<file path="src/core/sysctl_regs.vh">
/*
  constants for the system control block: mode codes, pin counts,
  strap sampling.
  assumes inclusion by bare name from design files under core/.
*/
`ifndef SYSCTL_REGS_VH
`define SYSCTL_REGS_VH

// operating modes
`define MODE_SINGLE  2'h0
`define MODE_PARTIAL 2'h1
`define MODE_FULL    2'h2
`define MODE_W       2

// pins given up by the expanded bus
`define PORT0_W      16
`define PORT1_W      16
`define P1_CTRL_LSB  8
`define PIO_LOST     5'h18

// strap classifier: samples per instruction clock pair
`define STRAP_CNT_W  3
`define STRAP_SAMPLES 3'h4
`define STRAP_ZERO   3'h0

`endif

</file>
<file path="src/core/strap_classifier.v">
/*
  strap classifier: tells a tied-high, tied-low or clock-tied mode
  strap apart by watching it for several instruction clock phases.
  assumes strap_in is sampled in the mclk_in domain and that
  phase_in is the instruction clock level the strap may be tied to.
*/
`timescale 1ns/1ns
`include "sysctl_regs.vh"

module strap_classifier (
  // clock and reset
  input wire mclk_in,
  input wire rst_b_in,
  // sampling
  input wire run_in,
  input wire strap_in,
  input wire phase_in,
  // result
  output reg [`MODE_W-1:0] mode_out
);

reg seen_hi_r;
reg seen_lo_r;
reg seen_off_r;
reg [`STRAP_CNT_W-1:0] cnt_r;
reg [`MODE_W-1:0] mode_nxt;

always @* begin
  // a strap that follows the clock has shown both levels
  // a strap that toggles out of step with the clock is not full mode
  if (seen_hi_r && seen_lo_r && !seen_off_r) begin
    mode_nxt = `MODE_FULL;
  end else if (seen_lo_r) begin
    mode_nxt = `MODE_PARTIAL;
  end else begin
    mode_nxt = `MODE_SINGLE;
  end
end

always @(posedge mclk_in or negedge rst_b_in) begin
  if (!rst_b_in) begin
    seen_hi_r <= 1'b0;
    seen_lo_r <= 1'b0;
    seen_off_r <= 1'b0;
    cnt_r <= `STRAP_ZERO;
    mode_out <= `MODE_SINGLE;
  end else if (run_in) begin
    // keep watching while reset holds the core
    if (cnt_r == `STRAP_SAMPLES) begin
      mode_out <= mode_nxt;
      cnt_r <= `STRAP_ZERO;
      seen_hi_r <= 1'b0;
      seen_lo_r <= 1'b0;
      seen_off_r <= 1'b0;
    end else begin
      cnt_r <= cnt_r + 3'h1;
      if (strap_in != phase_in) begin
        seen_off_r <= 1'b1;
      end
      if (strap_in) begin
        seen_hi_r <= 1'b1;
      end
      if (!strap_in) begin
        seen_lo_r <= 1'b1;
      end
    end
  end
end

endmodule

</file>
<file path="src/core/sys_control.v">
/*
  system control: reset release, instruction clock, non-maskable
  interrupt edge, mode strap capture and pin reassignment.
  assumes the board ties the strap high, low or to instr_clock_out,
  and that mclk_in is the time base.
*/
// Contract
// - reset overrides execution, cannot be masked
// - instruction clock is half time base
// - nmi active low, falling edge, top priority
// - nmi enabled regardless of level-one enable
// - mode strap read at power-up and reset
// - strap high single, low partial, clock full
// - expanded: port zero bus, port one control
// - expanded mode withdraws 24 parallel pins
// - internal accesses never use external bus
`timescale 1ns/1ns
`include "sysctl_regs.vh"

module sys_control (
  // clock and reset
  input wire mclk_in,
  input wire rst_b_in,
  // strap and interrupt pins
  input wire mode_strap_in,
  input wire nmi_b_in,
  // core side interrupt
  input wire level_one_irq_enable_in,
  input wire maskable_irq_in,
  input wire nmi_ack_in,
  // core side access
  input wire access_req_in,
  input wire access_internal_in,
  // clocks and resets out
  output reg instr_clock_out,
  output reg core_reset_out,
  // interrupt out
  output reg nmi_pending_out,
  output reg irq_take_out,
  // configuration out
  output reg [`MODE_W-1:0] mode_out,
  output reg expanded_out,
  output reg [`PORT0_W-1:0] port0_bus_sel_out,
  output reg [`PORT1_W-1:0] port1_ctrl_sel_out,
  output reg [4:0] pio_withdrawn_out,
  output reg ext_bus_req_out
);

////////////////////////////////////////////////////////////////////////
// reset release

reg rst_s1_r;
reg rst_s2_r;
wire rst_b;

always @(posedge mclk_in or negedge rst_b_in) begin
  if (!rst_b_in) begin
    rst_s1_r <= 1'b0;
    rst_s2_r <= 1'b0;
  end else begin
    rst_s1_r <= 1'b1;
    rst_s2_r <= rst_s1_r;
  end
end

assign rst_b = rst_s2_r;

// core held in reset while strap is classified
reg hold_r;
reg [`STRAP_CNT_W:0] hold_cnt_r;
localparam [`STRAP_CNT_W:0] HOLD_LEN = {1'b1, `STRAP_ZERO};

always @(posedge mclk_in or negedge rst_b) begin
  if (!rst_b) begin
    hold_r <= 1'b1;
    hold_cnt_r <= {(`STRAP_CNT_W+1){1'b0}};
  end else if (hold_r) begin
    hold_cnt_r <= hold_cnt_r + 4'h1;
    if (hold_cnt_r == HOLD_LEN) begin
      hold_r <= 1'b0;
    end
  end
end

always @(posedge mclk_in or negedge rst_b) begin
  if (!rst_b) begin
    // no mask term: nothing can block this path
    core_reset_out <= 1'b1;
  end else begin
    core_reset_out <= hold_r;
  end
end

////////////////////////////////////////////////////////////////////////
// instruction clock

always @(posedge mclk_in or negedge rst_b) begin
  if (!rst_b) begin
    instr_clock_out <= 1'b0;
  end else begin
    instr_clock_out <= ~instr_clock_out;
  end
end

////////////////////////////////////////////////////////////////////////
// mode strap

wire [`MODE_W-1:0] strap_mode;

strap_classifier u_strap (
  .mclk_in(mclk_in),
  .rst_b_in(rst_b),
  .run_in(hold_r),
  .strap_in(mode_strap_in),
  .phase_in(instr_clock_out),
  .mode_out(strap_mode)
);

reg expanded_nxt;

always @* begin
  expanded_nxt = (strap_mode != `MODE_SINGLE);
end

always @(posedge mclk_in or negedge rst_b) begin
  if (!rst_b) begin
    mode_out <= `MODE_SINGLE;
    expanded_out <= 1'b0;
    port0_bus_sel_out <= {`PORT0_W{1'b0}};
    port1_ctrl_sel_out <= {`PORT1_W{1'b0}};
    pio_withdrawn_out <= 5'h00;
  end else if (hold_r) begin
    // frozen once the core runs
    mode_out <= strap_mode;
    expanded_out <= expanded_nxt;
    port0_bus_sel_out <= {`PORT0_W{expanded_nxt}};
    port1_ctrl_sel_out <= expanded_nxt ?
      {{(`PORT1_W-`P1_CTRL_LSB){1'b1}}, {`P1_CTRL_LSB{1'b0}}} :
      {`PORT1_W{1'b0}};
    pio_withdrawn_out <= expanded_nxt ? `PIO_LOST : 5'h00;
  end
end

////////////////////////////////////////////////////////////////////////
// external bus request

always @(posedge mclk_in or negedge rst_b) begin
  if (!rst_b) begin
    ext_bus_req_out <= 1'b0;
  end else begin
    ext_bus_req_out <= expanded_out && !core_reset_out &&
      access_req_in && !access_internal_in;
  end
end

////////////////////////////////////////////////////////////////////////
// non-maskable interrupt

reg nmi_d_r;
wire nmi_fall;

assign nmi_fall = nmi_d_r && !nmi_b_in;

always @(posedge mclk_in or negedge rst_b) begin
  if (!rst_b) begin
    nmi_d_r <= 1'b1;
    nmi_pending_out <= 1'b0;
    irq_take_out <= 1'b0;
  end else begin
    nmi_d_r <= nmi_b_in;
    // edge wins over ack; enable bit never consulted
    if (nmi_fall) begin
      nmi_pending_out <= 1'b1;
    end else if (nmi_ack_in || core_reset_out) begin
      nmi_pending_out <= 1'b0;
    end
    // maskable request only when no nmi is waiting
    irq_take_out <= !core_reset_out && !nmi_pending_out && !nmi_fall &&
      maskable_irq_in && level_one_irq_enable_in;
  end
end

endmodule

</file>
<file path="config.mk">
export PLATFORM = sky130hd
export DESIGN_NAME = sys_control
export DESIGN_NICKNAME = d
export VERILOG_FILES = /design/src/core/strap_classifier.v /design/src/core/sys_control.v
export VERILOG_INCLUDE_DIRS = /design/src /design/src/core
export SDC_FILE = /design/constraint.sdc
export NUM_CORES = 1
export LEC_CHECK = 0
export ABC_AREA = 1
export BUFFER_PORTS_ARGS = -buffer_cell sky130_fd_sc_hd__buf_2
export CAP_MARGIN = 20
export CORE_ASPECT_RATIO = 0.75
export CORE_MARGIN = 10
export CORE_UTILIZATION = 47
export CTS_CLUSTER_SIZE = 20
export DETAILED_ROUTE_END_ITERATION = 6
export GPL_ROUTABILITY_DRIVEN = 0
export PLACE_DENSITY = 0.79
export SYNTH_ARGS = -nofsm -noshare
export SYNTH_HDL_FRONTEND = slang
export SYNTH_SLANG_ARGS = --single-unit
</file>
<file path="constraint.sdc">
create_clock -name mclk_in -period 1.1 [get_ports mclk_in]
set_input_delay 0.055 -clock mclk_in [delete_from_list [all_inputs] [get_ports mclk_in]]
set_output_delay 0.055 -clock mclk_in [all_outputs]
set_load 0.02 [all_outputs]
</file>
Word level (Yosys, flattened, before mapping) --
Index checks and enable logic that the tools add are counted.
Storage, ports and cells: bits in registers 46, latch bits 0, bits in writable memories 0, memory bits (read-only) 0, bits of input ports 9, output and inout bits 45, logic and storage cells 67, memories kept 0
Operators by class: add/sub/neg operators 2, $mul 0, divide/modulo/power cells 0, magnitude comparators 0, equal/unequal tests 4, shift-type cells 0, multiplexer cells 15, bitwise logic cells 1, reduce and logical (&&, ||, !) cells 25
Operator list (count):
- 2-to-1 mux 16 bit | 1
- 2-to-1 mux 1 bit | 11
- logical AND 1 bit | 10
- AND reduction 2 bit | 4
- nonzero test 2 bit | 4
- zero test 1 bit | 6
- 2-to-1 mux 5 bit | 1
- adder 4 x 1 -> 4 bit (second input constant) | 1
- == test 4 bit (second input constant) | 1
- adder 3 x 1 -> 3 bit (second input constant) | 1
- == test 3 bit (second input constant) | 1
- 2-to-1 mux 3 bit | 1
- 2-to-1 mux 2 bit | 1
- inequality test 2 x 1 -> 1 bit (second input constant) | 1
- logical OR 1 bit | 1
- inequality test 1 bit | 1
- NOT 1 bit | 1

Depth between registers and ports, before layout --
Gate-level depths: netlist (run 1).
word-level depth 6, gate-level depth with buffers 5, depth with buffers taken out 5

Cells and area by module --
Synthesis (run 1) repeated with hierarchy kept, for this count alone.
Unflattened totals: cell total of the unflattened synthesis 140, area, all modules 1311.3 sq um
By module, submodules not included:
- sys_control | instances 1, cells an instance 95, area an instance 892.1 sq um, seq. area each 404.1 sq um
- strap_classifier | instances 1, cells an instance 45, area an instance 419.2 sq um, seq. area each 200.2 sq um

Least setup slack after synthesis (run 1) --
Ideal clock, no wire load.
path type reg-to-output, start register, netlist name port1_ctrl_sel_out[14], end output port pio_withdrawn_out[3], arrival time 1092 ps, data required time 1045 ps, path slack -47 ps, cell stages (with the launch flop) 2, buffers on the path 1, cells stage by stage dfrtp_1 buf_4
RTL lines:
- to (decl) | RTL line sys_control.v:45 | output reg [4:0] pio_withdrawn_out,

==> flow_summary.ini, run 1 <==
[global_route]
grt_overflow_total = 0
met1_usage_pct = 9.95
grtUsageTotal_pct = 9.86
met2_usage_pct = 17.9
grt_pass1_wl_um = 4130
grt_max_degree = 23
grt_busiest_layer = met2
first_global_vias = 854
gr-usage-met3_pct = 5.43
antenna_found_initial = 0

[critical_path]
regToRegStartpoint = hold_r$_DFF_PN1_
cp.required_ns = 1.04
path_max_fanout = 7
r2r_slack_ns = 0.05
crit_path_start = port1_ctrl_sel_out[14]$_DFFE_PN0P_
arrival_ns = 1.08
critPathKind = flop to output pin
reg2regPathDepth = 5
end_kind = output pin
critPathLaunchType = flop
cp-endpoint = port1_ctrl_sel_out[10]
r2r_end = u_strap.seen_lo_r$_DFFE_PN0P_

[synth]
ys_ff_latch = 24
synth_warnings = 0
syn_avg_cell_area_um2 = 9.44
syn_inst = 135
synth-compound-area-share_pct = 3.73
synth-simple-area-share_pct = 14.1
synth_xor_area_share_pct = 2.06
synth.area.top_cells = dfrtp_1, buf_4, dfstp_2
syn_area_um2 = 1270
synth_area_leader_cell = dfrtp_1
synth_top_family_by_area = buffers and inverters
netlist.area_leader.share_pct = 41.2
synthAdderAreaFrac_pct = 3.93
seq_area_frac_synth_pct = 47.4
synth_cell_types = 20
synthMuxAreaShare_pct = 0

[timing]
hold_viol_final = 0
fin_worst_skew_ns = 0.00475
fmaxAchievable_mhz = 883
fin_ws_ns = -0.0324
min_period_over_period_pct = 103
finalSetupViolations = 27
period_needed_ns = 1.13
rsz0062_at_grt = true
slew_violations = 0
tns_ns = -0.787

[clock_network]
cts-htree-levels = 1
clock_latency_ns = 0.31
clock_path_buffers = 2
cts_inserted_buffers = 3
root_buffer = clkbuf_4
clock_sinks = 24
cts_tree = done
clkTransAtPathRegs_ns = 0.12

[pwr]
finalPower_w = 0.00140
power_density_nw_per_um2 = 835
leakagePower_nw = 0.932
irDropWorstVdd_uv = 940

[run]
maxCapViolations = 0

[die]
coreArea_um2 = 2600
die_w_um = 80.1
die_area_um2 = 5220
initial_core_util_pct = 49.0
std_cell_rows = 16
die_y_um = 65.1
ios = 54

[status]
status = finished, violations left
violations = setup timing

[finish]
final_core_util_pct = 64.5
final_area_um2 = 1680
num-fill-cells = 187
drive_gt1_share_pct = 40.5
antenna_cells = 0
area_delta_synth_final_pct = 31.7
nNetsFinal = 187

[route]
drc_errors = 0
vias = 915
drt_iter0_markers = 31
viasPerCell = 4.38
routedWlPerCell_um = 14.7
postRouteAntennaNets = 0
routed_wl_um = 3080
first_pass_iters = 4

[placed_design]
dp_hpwl_um = 1860
placed_cell_area_um2 = 1290
io_buffers = 42
dp_slack_ns = -0.0468

[hold_path]
min_path_type = input pin to asynchronous set/reset pin
## synth_stat cells (all sizes together)
library cell / instances
clkbuf: 1
a21oi: 1
nand3: 9
nor2: 7
nand2: 21
a21o: 1
dfrtp: 21
inv: 15
ha: 4
buf: 38
conb: 2
dfstp: 3
nand3b: 1
nor3: 1
o21ai: 7
xor2: 3
## metal layers
| metal | routed length [µm] | up-vias |
|---|---|---|
| met5 | 0 | - |
| met3 | 329 | 4 |
| met4 | 24 | 0 |
| li1 | - | 440 |
| met2 | 1480 | 44 |
| met1 | 1250 | 427 |
## layout by cell type (no fill, tap or decap)
| cell type | Yosys | layout |
|---|---|---|
| inv_2 | 0 | 2 |
| nand3_4 | 1 | 1 |
| inv_1 | 15 | 13 |
| xor2_1 | 3 | 3 |
| nand3_1 | 8 | 8 |
| a21o_1 | 1 | 1 |
| dlygate4sd3_1 | 0 | 7 |
| buf_4 | 37 | 8 |
| dfstp_2 | 3 | 3 |
| ha_4 | 0 | 1 |
| a21oi_1 | 1 | 1 |
| buf_6 | 1 | 34 |
| clkbuf_1 | 0 | 1 |
| buf_2 | 0 | 14 |
| nor2_2 | 1 | 1 |
| nor3_1 | 1 | 1 |
| clkbuf_4 | 0 | 3 |
| dfrtp_2 | 0 | 2 |
| nor2_1 | 6 | 6 |
| ha_1 | 4 | 3 |
| nand3b_1 | 1 | 1 |
| nand2_2 | 1 | 1 |
| dfrtp_1 | 21 | 19 |
| o21ai_0 | 7 | 7 |
| nand2_1 | 20 | 20 |
| conb_1 | 2 | 12 |
## power breakdown
| group | internal (W) | switching [W] |
|---|---|---|
| Sequential | 0.000894 | 0.00000515 |
| Combinational | 0.0000371 | 0.0000766 |
| Clock | 0.000142 | 0.000247 |
| Total | 0.00107 | 0.000329 |
## logic make-up after synthesis
kind of cell    count (synthesis)
other cells                     2
simple gates                   39
flops                          24
xor+xnor                        3
buf+inv                        54
fa+ha+maj                       4
compound gates                  9
## area by class of cell
| type | instances | area, µm² | area share, % |
|---|---|---|---|
| clock buffer | 4 | 26.3 | 1.56 |
| inverter | 15 | 56.3 | 3.35 |
| multi-input combinational | 67 | 362 | 21.5 |
| sequential | 24 | 607 | 36.1 |
| tap | 36 | 45.0 | 2.68 |
| timing repair buffer | 63 | 583 | 34.7 |
## repair_timing
action | in CTS | in global routing
hold endpoints to repair | 5 | 1
setup endpoints to repair | 39 | 43
hold buffers | 6 | 1
gates resized for setup | 31 | 43
buffers inserted | 7 | 3
gates cloned | 1 | 1
pin swaps | 0 | 2
## through the flow
| stage | instances | hold slack (ns) |
|---|---|---|
| 6_report | 209 | 0.0457 |
| 4_1_cts | 205 | 0.00993 |
| 3_3_place_gp | 187 | -0.160 |
| 2_1_floorplan | 145 | -0.241 |
| 5_1_grt | 209 | 0.0265 |
| 3_5_place_dp | 187 | -0.158 |
## worst min path at each step
stage	end	slack, ns	cells past startpoint
finish	rst_s1_r$_DFF_PN0_	0.05	2
global route	rst_b$_DFF_PN0_	0.03	2
CTS	nmi_pending_out$_DFFE_PN0P_	0.01	3
detailed placement	rst_s1_r$_DFF_PN0_	-0.16	1
global placement	rst_s1_r$_DFF_PN0_	-0.16	1
floorplan	rst_b$_DFF_PN0_	-0.24	0
## worst max-delay path: stages, from the launching register on
cell and delay, ns:
dfrtp_2 0.48, buf_6 0.16, buf_6 0.13
## flip-flops by register name, summed over array words and instances, names as in the netlist
register / flops
core_reset_out: 1
ext_bus_req_out: 1
hold_cnt_r: 4
hold_r: 1
instr_clock_out: 1
irq_take_out: 1
mode_out: 2
nmi_d_r: 1
nmi_pending_out: 1
port1_ctrl_sel_out: 1
rst_b: 1
rst_s1_r: 1
u_strap.cnt_r: 3
u_strap.mode_out: 2
u_strap.seen_hi_r: 1
u_strap.seen_lo_r: 1
u_strap.seen_off_r: 1
(Power assumes the default switching activity.)
==> inputs of run 2 (changes only) <==
- PLACE_DENSITY: 0.79 -> 0.78
- SYNTH_HIERARCHICAL: not set -> 1
==> run 2 against run 1 <==
Against the previous run:
- the flow still finishes with violations (setup timing)
- fmax fell by 1.1%
- critical path depth up 2
- die area is 2.1% higher
- largest cell class unchanged
- worst hold slack got worse by 0.040 ns
- critical path type is now flop to flop
- clock skew fell by 0.00060 ns
- via count shrank 5.9%
- sequential cell count unchanged
- highest routed layer unchanged
==> flow_summary.ini, run 2 <==
[status]
status = finished, violations left
violations = setup timing

[synth]
yosysMostFrequentCell = buf_4
syn_area_um2 = 1310
syn_avg_cell_area_um2 = 9.37
ys.flop_type = dfrtp_1
netlist.area_leader.share_pct = 40.1
seq_area_frac_synth_pct = 46.1
ys_ff_latch = 24
async_flop_share_pct = 100
syn_inst = 140
synth_commonest_cells = buf_4, dfrtp_1, inv_1, nand2_1, nor2_1
synth_area_leader_cell = dfrtp_1
synth_cell_types = 22
synth.area.top_cells = dfrtp_1, buf_4, dfstp_2
synth_edf_count = 0
synth_warnings = 6

[global_route]
grt_pass1_wl_um = 4140
grt_overflow_total = 0
grt_max_degree = 19
first_global_vias = 906
antenna_found_initial = 0
grtUsageTotal_pct = 9.86

[timing]
slew_violations = 0
fmaxAchievable_mhz = 873
hold_viol_final = 0
fin_ws_ns = -0.0453
rsz0062_at_grt = true
period_needed_ns = 1.15
min_period_over_period_pct = 104
finalSetupViolations = 5
hold_slack_ns = 0.00588
tns_ns = -0.0951
fin_worst_skew_ns = 0.00415

[finish]
drive_gt1_share_pct = 47.9
nNetsFinal = 183
layout_common_cells = buf_2, dfrtp_1, inv_1
layout_commonest_cell = buf_2
num-fill-cells = 230
final_core_util_pct = 58.3
area_delta_synth_final_pct = 17.5
reg_top3 = hold_cnt_r: 4 flops, u_strap/cnt_r: 3 flops
largest_reg_flops = 4
max_flop_register = hold_cnt_r
stdcell_count = 205
antenna_cells = 0

[clock_network]
root_buffer = clkbuf_8
clock_sinks = 24
cts_tree = done
clkTransAtPathRegs_ns = 0.08
cts-htree-levels = 1
clock_latency_ns = 0.26
cts_inserted_buffers = 3
clock_path_buffers = 2

[route]
wl_met3_um = 159
routedWlPerCell_um = 13.0
drt_iter0_markers = 45
wl_met2_um = 1500
viasPerCell = 4.20
top_layer_used = met4
postRouteAntennaNets = 0
first_pass_iters = 4
vias = 861
drc_errors = 0
met1_length_um = 915
routed_wl_um = 2660

[pwr]
irDropWorstVdd_uv = 879
power_density_nw_per_um2 = 986
leakagePower_nw = 0.926

[critical_path]
end_kind = flop
arrival_ns = 1.30
cp_top_family = flip-flops
cpPeakStageDelay_ns = 0.64
cp_slowest_cell = dfstp_2
critPathKind = flop to flop
path_buf_inv = 1
critPathLaunchType = flop
crit_chain = buf_12, nand3_1, nand2_2, nor2_1
cp.required_ns = 1.25
path_max_fanout = 5

[die]
initial_core_util_pct = 49.6
die_area_um2 = 5320
die_y_um = 65.7
std_cell_rows = 16
ios = 54
die_w_um = 81.0
coreArea_um2 = 2640

[placed_design]
dp.cells = 194
io_buffers = 42
dp_slack_ns = -0.00939
dp_hpwl_um = 2030

[run]
maxCapViolations = 0

[hold_path]
min_path_type = input pin to flop
run 2: cell count changes after synthesis, moves of 2 or more:
cell and change:
nor2_1 +4, o21ai_0 -2, o21ai_2 +3, nand2_2 +2
nand2_1 -5, inv_2 +2, nand3_1 -2
run 2: tightest hold or removal path, cell delays in order:
cell and delay [ns]:
buf_2 0.09, nand2_1 0.05, nor3_1 0.04
run 2: worst paths after layout:
check | cells after the start | start | to | slack (ns)
worst max-delay path | 4 | hold_r$_DFF_PN1_ | u_strap/cnt_r[2]$_DFFE_PN0P_ | -0.05
worst min-delay path | 3 | access_req_in | ext_bus_req_out$_DFF_PN0_ | 0.006
worst max register to register | 4 | hold_r$_DFF_PN1_ | u_strap/cnt_r[2]$_DFFE_PN0P_ | -0.05
worst min register to register | 0 | rst_b$_DFF_PN0_ | instr_clock_out$_DFF_PN0_ | 0.10
max in group asynchronous | 1 | rst_b$_DFF_PN0_ | hold_r$_DFF_PN1_ | 0.55
min in group asynchronous | 2 | rst_b_in | rst_s1_r$_DFF_PN0_ | 0.10
run 2: power breakdown:
part / leakage, nW / internal [W] / switching (W)
logic: 0.604 / 0.0000325 / 0.0000701
registers: 0.299 / 0.000894 / 0.00000827
clock network: 0.0228 / 0.000258 / 0.000256
total: 0.926 / 0.00118 / 0.000335
run 2: through the flow:
stage	area (µm²)	power, W
final	1540	0.00152
after global routing	1540	0.00159
after CTS	1460	0.00154
after detailed placement	1360	0.00101
after global placement	1360	0.00101
after floorplan	1350	0.00100
run 2: logic make-up (layout without fill, tap and decap cells):
kind of cell	count (synthesis)	after routing	synth area share, %
DFF	24	24	46.1
adders and majority gates	4	4	3.82
other	2	12	0.573
AOI/OAI and AO/OA	12	12	5.82
buffers and inverters	59	78	29.2
and+or+nand+nor	37	37	13.2
xor gates and xnor gates	2	2	1.34
run 2: per-layer routing:
metal | vias to the layer above | track usage [%]
met5 | - | 0
met4 | 0 | 4.31
met3 | 6 | 3.80
met2 | 17 | 18.6
met1 | 406 | 9.27
li1 | 432 | -
run 2: what timing repair did:
| item | in CTS | in global routing |
|---|---|---|
| resized for setup | 5 | 18 |
| endpoints found under the hold margin | 4 | 0 |
| pin swaps | 1 | 8 |
| setup buffers | 2 | 2 |
| hold buffers | 3 | 0 |
| endpoints found under the setup margin | 31 | 10 |
| gates cloned | 0 | 0 |
run 2: final cells by class:
cell class	count	area (µm²)	area share, %
flip-flops and latches	24	607	39.4
multi-input cells	67	415	27.0
repair buffers	54	343	22.3
inverters	20	85.1	5.52
clock buffers	4	45.0	2.92
well taps	36	45.0	2.92
